===== src/common/ppg_defines.vh =====
// Constants shared by the seconds-pulse timing generator.
`ifndef PPG_DEFINES_VH
`define PPG_DEFINES_VH
`define PPG_CLK_HZ 10000000
`define PPG_REF_HZ 20000000
`define PPG_SEC_DIV 10000000
`define PPG_PULSE_US 20
`define PPG_PULSE_CYC ((`PPG_PULSE_US * (`PPG_CLK_HZ / 1000000)))
`define PPG_MHZ_DIV 10
`define PPG_KHZ_DIV 10
`define PPG_SCAN_DIV 10000
`define PPG_DIGITS 3
`define PPG_FAST_STEP 8'h01
`endif


===== src/rtl/ppg_timing_generator.v =====
// Seconds-pulse timing generator with dividers, offset pulse and wall clock.
`timescale 1ns/1ps
// Function
// - Divide by ten million, 20 us pulse.
// - Make 1 MHz and 100 kHz clocks.
// - First reference edge clears and holds the seconds divider; the 1 MHz and 100 kHz stages keep running.
// - Second reference edge releases the seconds divider.
// - Two identical seconds pulse copies.
// - Wall clock counts seconds, 24-hour format.
// - Fast and start set inputs; the slow input only steps on alternate seconds wraps, which already step the clock.
// - Display scanned one digit group at once.
// - Offset pulse from a compare on the seconds counter.
// - Delay finishes interval later by count.
// - Advance finishes interval earlier by count.
`include "ppg_defines.vh"
module ppg_timing_generator
#(
    parameter SEC_DIV = `PPG_SEC_DIV,
    parameter SCAN_DIV = `PPG_SCAN_DIV
)
(
    input wire ref_clk_i,
    input wire srst_i,
    input wire tick_en_i,
    input wire ext_ref_i,
    input wire [23:0] offset_count_i,
    input wire advance_sel_i,
    input wire set_fast_i,
    input wire set_slow_i,
    input wire set_start_i,
    output reg pps_a_o,
    output reg pps_b_o,
    output reg pps_offset_o,
    output reg clk_1mhz_o,
    output reg clk_100khz_o,
    output reg sync_hold_o,
    output reg [7:0] digit_bcd_o,
    output reg [2:0] digit_sel_o,
    output reg [4:0] hours_o,
    output reg [5:0] minutes_o,
    output reg [5:0] seconds_o
);
    // The 10 MHz timebase is a one-cycle enable (tick_en_i) on ref_clk_i.
    // Full-width copies are cut to counter width on purpose.
    localparam [31:0] SEC_DIV_FULL = SEC_DIV;
    localparam [31:0] SEC_LAST_FULL = SEC_DIV - 1;
    localparam [31:0] PULSE_FULL = `PPG_PULSE_CYC;
    localparam [31:0] SCAN_LAST_FULL = SCAN_DIV - 1;
    localparam [23:0] SEC_DIV_W = SEC_DIV_FULL[23:0];
    localparam [23:0] SEC_LAST = SEC_LAST_FULL[23:0];
    localparam [23:0] PULSE_LEN = PULSE_FULL[23:0];
    localparam [13:0] SCAN_LAST = SCAN_LAST_FULL[13:0];
    reg ref_s1_ff;
    reg ref_s2_ff;
    reg ref_s3_ff;
    reg ref_prev_ff;
    reg [1:0] sync_st_ff;
    reg [23:0] sec_cnt_ff;
    reg [23:0] off_cnt_ff;
    reg [23:0] pulse_cnt_ff;
    reg [23:0] opulse_cnt_ff;
    reg [3:0] div1_ff;
    reg [3:0] div2_ff;
    reg [4:0] hr_ff;
    reg [5:0] mn_ff;
    reg [5:0] sc_ff;
    reg running_ff;
    reg [13:0] scan_cnt_ff;
    reg [1:0] scan_idx_ff;
    reg fast_s1_ff, fast_s2_ff, fast_s3_ff;
    reg slow_s1_ff, slow_s2_ff, slow_s3_ff;
    reg start_s1_ff, start_s2_ff, start_s3_ff;
    reg slow_tog_ff;
    wire ref_lvl;
    wire ref_rise;
    wire sec_wrap;
    wire [23:0] off_target;
    wire off_hit;
    wire advance_tod;
    reg [7:0] nxt_bcd;
    wire [23:0] off_mod;
    wire [4:0] hr_tens;
    wire [4:0] hr_ones;
    wire [5:0] mn_tens;
    wire [5:0] mn_ones;
    wire [5:0] sc_tens;
    wire [5:0] sc_ones;

    localparam [1:0] ST_RUN = 2'b01;
    localparam [1:0] ST_HOLD = 2'b10;

    assign ref_lvl = (ref_s2_ff == ref_s3_ff) ? ref_s3_ff : ref_prev_ff;
    assign ref_rise = ref_lvl & ~ref_prev_ff;
    assign sec_wrap = tick_en_i && (sec_cnt_ff == SEC_LAST);
    // zero offset lands on the master wrap; each count is one tick.
    // delay ends later by the count; advance ends earlier.
    // A count of a whole second or more folds back into one second.
    // A fold that lands on zero must still coincide with the master wrap.
    assign off_mod = offset_count_i % SEC_DIV_W;
    assign off_target = (off_mod == 24'h000000) ? SEC_LAST :
        advance_sel_i ? (SEC_LAST - off_mod) :
        (off_mod - 24'h000001);
    assign off_hit = tick_en_i && (sec_cnt_ff == off_target) && (sync_st_ff == ST_RUN);
    assign advance_tod = (sec_wrap && running_ff) || (fast_s3_ff && tick_en_i && sec_cnt_ff[17:0] == 18'h00000)
        || (slow_s3_ff && sec_wrap && slow_tog_ff);

    always @(posedge ref_clk_i)
    begin
        ref_s1_ff <= ext_ref_i;
        ref_s2_ff <= ref_s1_ff;
        ref_s3_ff <= ref_s2_ff;
        fast_s1_ff <= set_fast_i;
        fast_s2_ff <= fast_s1_ff;
        fast_s3_ff <= fast_s2_ff;
        slow_s1_ff <= set_slow_i;
        slow_s2_ff <= slow_s1_ff;
        slow_s3_ff <= slow_s2_ff;
        start_s1_ff <= set_start_i;
        start_s2_ff <= start_s1_ff;
        start_s3_ff <= start_s2_ff;
    end

    always @(posedge ref_clk_i)
    begin
        if (srst_i)
        begin
            ref_prev_ff <= 1'b0;
            sync_st_ff <= ST_RUN;
            sec_cnt_ff <= 24'h000000;
            sync_hold_o <= 1'b0;
        end
        else
        begin
            ref_prev_ff <= ref_lvl;
            case (sync_st_ff)
                ST_RUN:
                begin
                    // first reference edge clears and holds.
                    if (ref_rise)
                    begin
                        sync_st_ff <= ST_HOLD;
                        sec_cnt_ff <= 24'h000000;
                        sync_hold_o <= 1'b1;
                    end
                    // divide the timebase by ten million.
                    else if (tick_en_i)
                        sec_cnt_ff <= sec_wrap ? 24'h000000 : sec_cnt_ff + 24'h000001;
                end
                ST_HOLD:
                begin
                    sec_cnt_ff <= 24'h000000;
                    // second edge releases; needs a distinct edge.
                    if (ref_rise)
                    begin
                        sync_st_ff <= ST_RUN;
                        sync_hold_o <= 1'b0;
                    end
                end
                default:
                    sync_st_ff <= ST_RUN;
            endcase
        end
    end

    always @(posedge ref_clk_i)
    begin
        if (srst_i)
        begin
            pulse_cnt_ff <= 24'h000000;
            opulse_cnt_ff <= 24'h000000;
            pps_a_o <= 1'b0;
            pps_b_o <= 1'b0;
            pps_offset_o <= 1'b0;
            off_cnt_ff <= 24'h000000;
        end
        else
        begin
            // master pulse lasts 20 us of timebase ticks.
            if (sec_wrap && sync_st_ff == ST_RUN)
                pulse_cnt_ff <= PULSE_LEN;
            else if (tick_en_i && pulse_cnt_ff != 24'h000000)
                pulse_cnt_ff <= pulse_cnt_ff - 24'h000001;
            pps_a_o <= (pulse_cnt_ff != 24'h000000);
            pps_b_o <= (pulse_cnt_ff != 24'h000000);
            // cascaded offset counter records the offset interval.
            if (tick_en_i)
                off_cnt_ff <= off_hit ? 24'h000000 : off_cnt_ff + 24'h000001;
            if (off_hit)
                opulse_cnt_ff <= PULSE_LEN;
            else if (tick_en_i && opulse_cnt_ff != 24'h000000)
                opulse_cnt_ff <= opulse_cnt_ff - 24'h000001;
            pps_offset_o <= (opulse_cnt_ff != 24'h000000);
        end
    end

    always @(posedge ref_clk_i)
    begin
        if (srst_i)
        begin
            div1_ff <= 4'h0;
            div2_ff <= 4'h0;
            clk_1mhz_o <= 1'b0;
            clk_100khz_o <= 1'b0;
        end
        // decade stages give 1 MHz and 100 kHz.
        else if (tick_en_i)
        begin
            div1_ff <= (div1_ff == 4'h9) ? 4'h0 : div1_ff + 4'h1;
            clk_1mhz_o <= (div1_ff < 4'h5);
            if (div1_ff == 4'h9)
            begin
                div2_ff <= (div2_ff == 4'h9) ? 4'h0 : div2_ff + 4'h1;
                clk_100khz_o <= (div2_ff < 4'h5);
            end
        end
    end

    always @(posedge ref_clk_i)
    begin
        if (srst_i)
        begin
            hr_ff <= 5'h00;
            mn_ff <= 6'h00;
            sc_ff <= 6'h00;
            running_ff <= 1'b1;
            slow_tog_ff <= 1'b0;
            // Time outputs are cleared so that nothing unknown leaves reset.
            hours_o <= 5'h00;
            minutes_o <= 6'h00;
            seconds_o <= 6'h00;
        end
        else
        begin
            // start pauses the clock at zero seconds until released.
            if (start_s3_ff)
            begin
                running_ff <= 1'b0;
                sc_ff <= 6'h00;
            end
            else
                running_ff <= 1'b1;
            if (sec_wrap)
                slow_tog_ff <= ~slow_tog_ff;
            if (advance_tod && !start_s3_ff)
            begin
                if (sc_ff == 6'd59)
                begin
                    sc_ff <= 6'h00;
                    if (mn_ff == 6'd59)
                    begin
                        mn_ff <= 6'h00;
                        hr_ff <= (hr_ff == 5'd23) ? 5'h00 : hr_ff + 5'h01;
                    end
                    else
                        mn_ff <= mn_ff + 6'h01;
                end
                else
                    sc_ff <= sc_ff + 6'h01;
            end
            hours_o <= hr_ff;
            minutes_o <= mn_ff;
            seconds_o <= sc_ff;
        end
    end

    // Binary to BCD split; every field is below 60, so each digit fits 4 bits.
    assign hr_tens = hr_ff / 5'd10;
    assign hr_ones = hr_ff % 5'd10;
    assign mn_tens = mn_ff / 6'd10;
    assign mn_ones = mn_ff % 6'd10;
    assign sc_tens = sc_ff / 6'd10;
    assign sc_ones = sc_ff % 6'd10;

    always @*
    begin
        case (scan_idx_ff)
            2'd0: nxt_bcd = {hr_tens[3:0], hr_ones[3:0]};
            2'd1: nxt_bcd = {mn_tens[3:0], mn_ones[3:0]};
            default: nxt_bcd = {sc_tens[3:0], sc_ones[3:0]};
        endcase
    end

    always @(posedge ref_clk_i)
    begin
        if (srst_i)
        begin
            scan_cnt_ff <= 14'h0000;
            scan_idx_ff <= 2'd0;
            digit_sel_o <= 3'h0;
            digit_bcd_o <= 8'h00;
        end
        else
        begin
            // one digit group enabled at a time.
            if (scan_cnt_ff == SCAN_LAST)
            begin
                scan_cnt_ff <= 14'h0000;
                scan_idx_ff <= (scan_idx_ff == 2'd2) ? 2'd0 : scan_idx_ff + 2'd1;
            end
            else
                scan_cnt_ff <= scan_cnt_ff + 14'h0001;
            digit_sel_o <= 3'h1 << scan_idx_ff;
            digit_bcd_o <= nxt_bcd;
        end
    end
endmodule


===== config.mk =====
export PLATFORM = sky130hd
export DESIGN_NAME = ppg_timing_generator
export DESIGN_NICKNAME = d
export VERILOG_FILES = /design/src/rtl/ppg_timing_generator.v
export VERILOG_INCLUDE_DIRS = /design/src /design/src/common
export SDC_FILE = /design/constraint.sdc
export NUM_CORES = 1
export LEC_CHECK = 0
export BUFFER_PORTS_ARGS = -buffer_cell sky130_fd_sc_hd__clkbuf_2
export CAP_MARGIN = 20
export CORE_MARGIN = 3
export CORE_UTILIZATION = 25
export DETAILED_ROUTE_END_ITERATION = 7
export MAX_ROUTING_LAYER = met4
export PLACE_DENSITY = 0.52
export REMOVE_ABC_BUFFERS = 1
export SLEW_MARGIN = 20
export SYNTH_ARGS = -nofsm -noshare
export SYNTH_HDL_FRONTEND = slang
export SYNTH_SLANG_ARGS = --single-unit
export TNS_END_PERCENT = 10

===== constraint.sdc =====
create_clock -name ref_clk_i -period 12.7 [get_ports ref_clk_i]
set_input_delay 3.175 -clock ref_clk_i [delete_from_list [all_inputs] [get_ports ref_clk_i]]
set_output_delay 3.175 -clock ref_clk_i [all_outputs]
set_load 0.1 [all_outputs]

---- Yosys cells after proc, flatten, opt, wreduce, memory -nomap -nowiden ----
Cells that the tools add are included.
operators by class
  multipliers ............................. 0
  mux-type cells .......................... 27
  bitwise logic cells ..................... 3
  $lt $le $gt $ge ......................... 2
  eq/ne operators ......................... 16
  add/subtract/negate cells ............... 12
  reduce and logical (&&, ||, !) cells .... 33
  divide/modulo/power cells ............... 7
  shifts and indexed selects .............. 1
operator list
  kind                                                                           number
  24-bit two-way mux                                                             5
  24-bit by 1-bit subtractor with 24-bit output (second input constant)          3
  24-bit case mux with 2 select lines                                            1
  24-bit nonzero test                                                            2
  8-bit two-way mux                                                              4
  24-bit by 1-bit adder with 24-bit output (second input constant)               1
  24-bit == test                                                                 1
  24-bit == test (second input constant)                                         1
  24-bit logical NOT                                                             1
  24-bit by 24-bit modulo with 24-bit output (second input constant)             1
  6-bit two-way mux                                                              4
  24-bit subtractor (first input constant)                                       1
  18-bit logical NOT                                                             1
  8-bit case mux with 2 select lines                                             1
  14-bit by 1-bit adder with 14-bit output (second input constant)               1
  14-bit == test (second input constant)                                         1
  6-bit by 1-bit adder with 6-bit output (second input constant)                 2
  6-bit by 4-bit divider with 6-bit output (second input constant)               2
  6-bit == test (second input constant)                                          2
  1-bit logical AND                                                              12
  6-bit by 4-bit modulo with 6-bit output (second input constant)                2
  4-bit by 1-bit adder with 4-bit output (second input constant)                 2
  4-bit == test (second input constant)                                          2
  4-bit by 3-bit less-than comparator with 1-bit output (second input constant)  2
  26 further kinds                                                               46
storage, ports and cells
  latch bits .............................. 0
  output and inout port bits .............. 34
  memories ................................ 0
  bits in writable memories ............... 0
  ROM bits ................................ 0
  register bits after elaboration ......... 163

---- Logic depth before layout (Yosys ltp) ----
  word-level depth ........................ 8
  mapped depth ............................ 17
  mapped depth without buffers ............ 16

---- Least setup slack after synthesis ----
Ideal clock, no wire load.
  path type ............................... in2reg
  start ................................... input port offset_count_i[14]
  end ..................................... register opulse_cnt_ff[15]
  setup slack ............................. 6.286 ns
  arrival time ............................ 6.299 ns
  cell stages on the path ................. 15
  setup time .............................. 0.115 ns
  cell sequence ........................... buf_6 -> o31ai_4 -> a21oi_4 -> or4_4 -> buf_6 -> nand3_4 -> nor3b_4 -> and3_4 -> a221o_1 -> or4_1 -> nor4_1 -> o2111a_1 -> a41o_2 -> buf_6 -> nor2_2
on the way
  cells in the longest elaborated chain, start to end .. 8
ends and longest elaborated chain
  what                                                                                RTL line                                                text
  start, declared                                                                     ppg_timing_generator.v:26                               input wire [23:0] offset_count_i,
  24-bit by 24-bit modulo with 24-bit output *                                        ppg_timing_generator.v:99                               assign off_mod = offset_count_i % SEC_DIV_W;
  24-bit by 1-bit subtractor with 24-bit output or 24-bit subtractor (tied branches)  ppg_timing_generator.v:102, ppg_timing_generator.v:101
  24-bit two-way mux                                                                  ppg_timing_generator.v:101                              advance_sel_i ? (SEC_LAST - off_mod) :
  24-bit two-way mux *                                                                ppg_timing_generator.v:100                              assign off_target = (off_mod == 24'h000000) ? SEC_LAST :
  24-bit == test *                                                                    ppg_timing_generator.v:103                              assign off_hit = tick_en_i && (sec_cnt_ff == off_target) && (sync_st_ff == ST_RUN);
  1-bit logical AND * (2 in series)                                                   ppg_timing_generator.v:103
  2-bit OR reduction (no source line) *                                               -
  end signal, assigned                                                                ppg_timing_generator.v:191                              opulse_cnt_ff <= opulse_cnt_ff - 24'h000001;
  end, declared                                                                       ppg_timing_generator.v:61                               reg [23:0] opulse_cnt_ff;
Mark *: on every way between the ends. The rest lies on a longest branch, timed or not.
A chain may end at the register's enable or synchronous reset.

---- Worst setup path after layout ----
  start ................................... input port offset_count_i[8]
  end ..................................... register opulse_cnt_ff[8]
The elaborated chain is that of the path after synthesis.

==> metrics.md <==
| Metric | Value |
|---|---|
| CTS tree | `done` |
| CP Capture Point | `opulse_cnt_ff[8]` |
| Minimum clock period after layout | `around 7.0 ns` |
| Vias per inst | `slightly below 5` |
| Layout area overhead | `13.2%` |
| Setup bufs post-CTS | `0` |
| LEAKAGE | `roughly 3.8 nW` |
| Worst Reg-to-Reg Cells | `15` |
| Total GRT Usage | `0.126` |
| Most frequent cells after synthesis | `dfxtp_1, nor2_1, nand2_1` |
| Critical Path Source Type | `primary input` |
| Core box area | `around 0.036 mm²` |
| Worst path max stage delay | `0.67 ns` |
| R2R Setup Slk | `8.90 ns` |
| Fillers | `slightly below 4000` |
| Largest net degree at the start of global routing | `47` |
| CTS Buf Count | `17` |
| Critical path's slowest cell | `a41o_2` |
| Final HPWL DP | `17.4 mm` |
| Fraction of layout cells with a size suffix above 1 | `0.119` |
| Min-Delay Path Class | `reg -> reg` |
| Top Usage Layer GRT | `met2` |
| Crit share post-route | `0.549` |
| CTS-repair resized insts | `0` |
| Pwr Density | `roughly 160 mW/mm²` |
| Sequential share of the synthesized area | `0.352` |
| Global route total overflow | `0` |
| Clock share of power | `0.318` |
| Clk sink count | `162` |
| Vias in the first global route | `7743` |
| Post-Route WL | `~24 mm` |
| Post-CTS Hold Fix Bufs | `0` |
| Seq pwr share | `0.374` |
| CP required | `between 10 and 15 ns` |
| #FFs+latches synth | `~160` |
| Number of synthesized flops with an enable pin | `0` |
| Largest cells by area after synthesis | `dfxtp_1, nor2_1, xnor2_1` |
| Worst slew margin | `0.451` |
| Cell area after synthesis | `between 0.009 and 0.01 mm²` |
| WS Path Type | `in -> reg` |
| I/O Pins | `66` |
| Placer Congestion | `between 0.9 and 1` |
| Die H | `slightly below 200 µm` |
| Die width | `roughly 200 µm` |
| Worst Tran Pin Value | `slightly above 0.8 ns` |
| GR met2 Demand/Resource | `0.201` |
| ANT cells | `0` |
| Register area | `0.00324 mm²` |
| Initial Util | `0.256` |
| Port Buffers | `64` |
| Yosys warns | `0` |
| Worst skew pair latency | `around 0.42 ns` |
| Final setup viols | `0` |
| Crit path DAT | `approximately 7.3 ns` |
| Post-synth top flop | `dfxtp_1` |
| H-tree depth | `4` |
| Post-synth cell types | `90` |
| CTS root buf | `clkbuf_16` |
| TNS Setup | `0 ns` |
| Worst Clk Skew | `0.0118 ns` |
| Clk slew on worst S/H paths | `roughly 0.06 ns` |
| FMAX | `between 100 and 150 MHz` |
| Worst R2R Start | `scan_idx_ff[0]` |
| Maximum vdd drop | `approximately 0.093 mV` |
| Count leader, synth | `dfxtp_1` |
| Final hold slack | `between 0.3 and 0.4 ns` |
| Final slew viol count | `0` |
| Wire per inst | `between 10 and 15 µm` |
| Final nets | `1232` |
| Worst reg2reg path endpoint | `digit_bcd_o[3]` |
| Detail Route Antenna Nets | `0` |
| Critical Path, Cell by Cell | `clkbuf_2 > o211ai_4 > a21oi_4 > o21ai_4 > mux2i_1 > nor4_4 > nand3_1 > and2_1 > a22oi_1 > o211ai_1 > a2111oi_1 > a41o_2 > nor2_2` |
| Max-Cap Viols | `0` |
| First-pass GRT wire length | `between 30 and 40 mm` |
| # rows | `between 60 and 70` |
| Asr flop ratio synth | `0` |
| Combinational share of power | `0.308` |
| Yosys top cell area share | `0.352` |
| Multi-input logic area | `~0.0055 mm²` |
| Clk buf depth | `2` |
| Synth Instances | `~1200` |
| DR vias | `8108` |
| RSZ-0062 raised after global routing | `no` |
| M3 GR Usage | `0.0197` |
| CP startpoint | `offset_count_i[8]` |
| Sw Share | `0.343` |
| Internal power | `between 1 and 1.5 mW` |
| Die Footprint | `0.0392 mm²` |
| Grt met1 use | `0.170` |
| DRC viols | `0` |
| Drt pass-1 iters | `5` |
| DRT iter0 DRCs | `about 490` |
| Switch Pwr | `just under 600 µW` |
| Area leader, netlist | `dfxtp_1` |
| Worst setup EP type | `flop` |
| Syn Area/Cell | `approximately 8 µm²` |
| Status | `complete, no violations` |
| Fin. Hold Viols | `0` |
| Initial antenna violation count | `0` |
| Crit path max fanout | `21` |
[cell type report]
cell class,count,area share
repair buffers,66,0.0322
inverters,35,0.0126
clock buffers,22,0.0445
multi-input cells,904,0.530
well taps,461,0.0553
clock inverters,8,0.0145
flip-flops and latches,162,0.311
[worst min path at each step]
stage | startpoint | to | slack, ns | cells after the start
after detailed placement | slow_s1_ff | slow_s2_ff | 0.31 | 0
after global placement | ref_s1_ff | ref_s2_ff | 0.31 | 0
after global routing | slow_s2_ff | slow_s3_ff | 0.34 | 0
after floorplan | fast_s1_ff | fast_s2_ff | 0.31 | 0
final | slow_s1_ff | slow_s2_ff | 0.33 | 0
after CTS | slow_s1_ff | slow_s2_ff | 0.33 | 0
[per-stage QoR]
step                worst slack [ns]  instances  power, mW   util  instance area, µm²
finish                          5.73       1658       1.70  0.290               10400
global route                    5.29       1658       1.81  0.290               10400
CTS                             5.76       1658       1.72  0.290               10400
detailed placement              5.31       1628       1.17  0.273                9810
global placement                5.40       1628       1.16  0.273                9810
floorplan                       6.22       1101       1.06      -                8890
[sequential cells by signal, indices dropped and copies added, names as in the netlist, 2 cells and up]
name / flops
opulse_cnt_ff: 24
pulse_cnt_ff: 24
sec_cnt_ff: 24
scan_cnt_ff: 14
digit_bcd_o: 7
minutes_o: 6
mn_ff: 6
sc_ff: 6
seconds_o: 6
hours_o: 5
hr_ff: 5
div1_ff: 4
div2_ff: 4
digit_sel_o: 3
scan_idx_ff: 2
sync_st_ff: 2
[cell families (layout without fill, tap and decap cells)]
| kind of cell | after synthesis | after routing | share of synthesized area |
|---|---|---|---|
| mux | 18 | 18 | 0.0198 |
| buf+inv | 90 | 131 | 0.0480 |
| xor+xnor | 95 | 95 | 0.0904 |
| other cells | 1 | 1 | 0.000407 |
| fa+ha+maj | 14 | 14 | 0.0190 |
| compound gates | 256 | 256 | 0.180 |
| simple gates | 520 | 520 | 0.290 |
| flops | 162 | 162 | 0.352 |
[layout by cell type, fill, tap and decap left out, drive strengths merged, types with 14 or more instances in the layout]
cell,instances
a211oi,14
a21oi,81
a31oi,14
and3,26
clkbuf,85
dfxtp,162
ha,14
inv,37
mux2i,16
nand2,91
nand3,41
nand4,14
nor2,179
nor2b,32
nor3,44
nor3b,15
nor4,21
o21ai,73
xnor2,52
xor2,43
[worst max-delay path: cells and delay by family]
family	cells	cell delay (ns)
AOI/OAI and AO/OA	7	2.30
buffers and inverters	1	0.30
muxes	1	0.25
and+or+nand+nor	4	1.21
[routing by layer]
layer / routed length [µm] / vias up
met2: 11000 / 138
li1: - / 4157
met4: 272 / 0
met3: 818 / 21
met5: 0 / -
met1: 11700 / 3792
[power groups by stage]
stage / clock [mW] / sequential [mW] / combinational (mW)
floorplan: 0 / 0.671 / 0.384
global placement: 0 / 0.645 / 0.519
detailed placement: 0 / 0.646 / 0.523
CTS: 0.557 / 0.635 / 0.527
global route: 0.578 / 0.646 / 0.591
finish: 0.540 / 0.635 / 0.523
(Power assumes the default switching activity.)
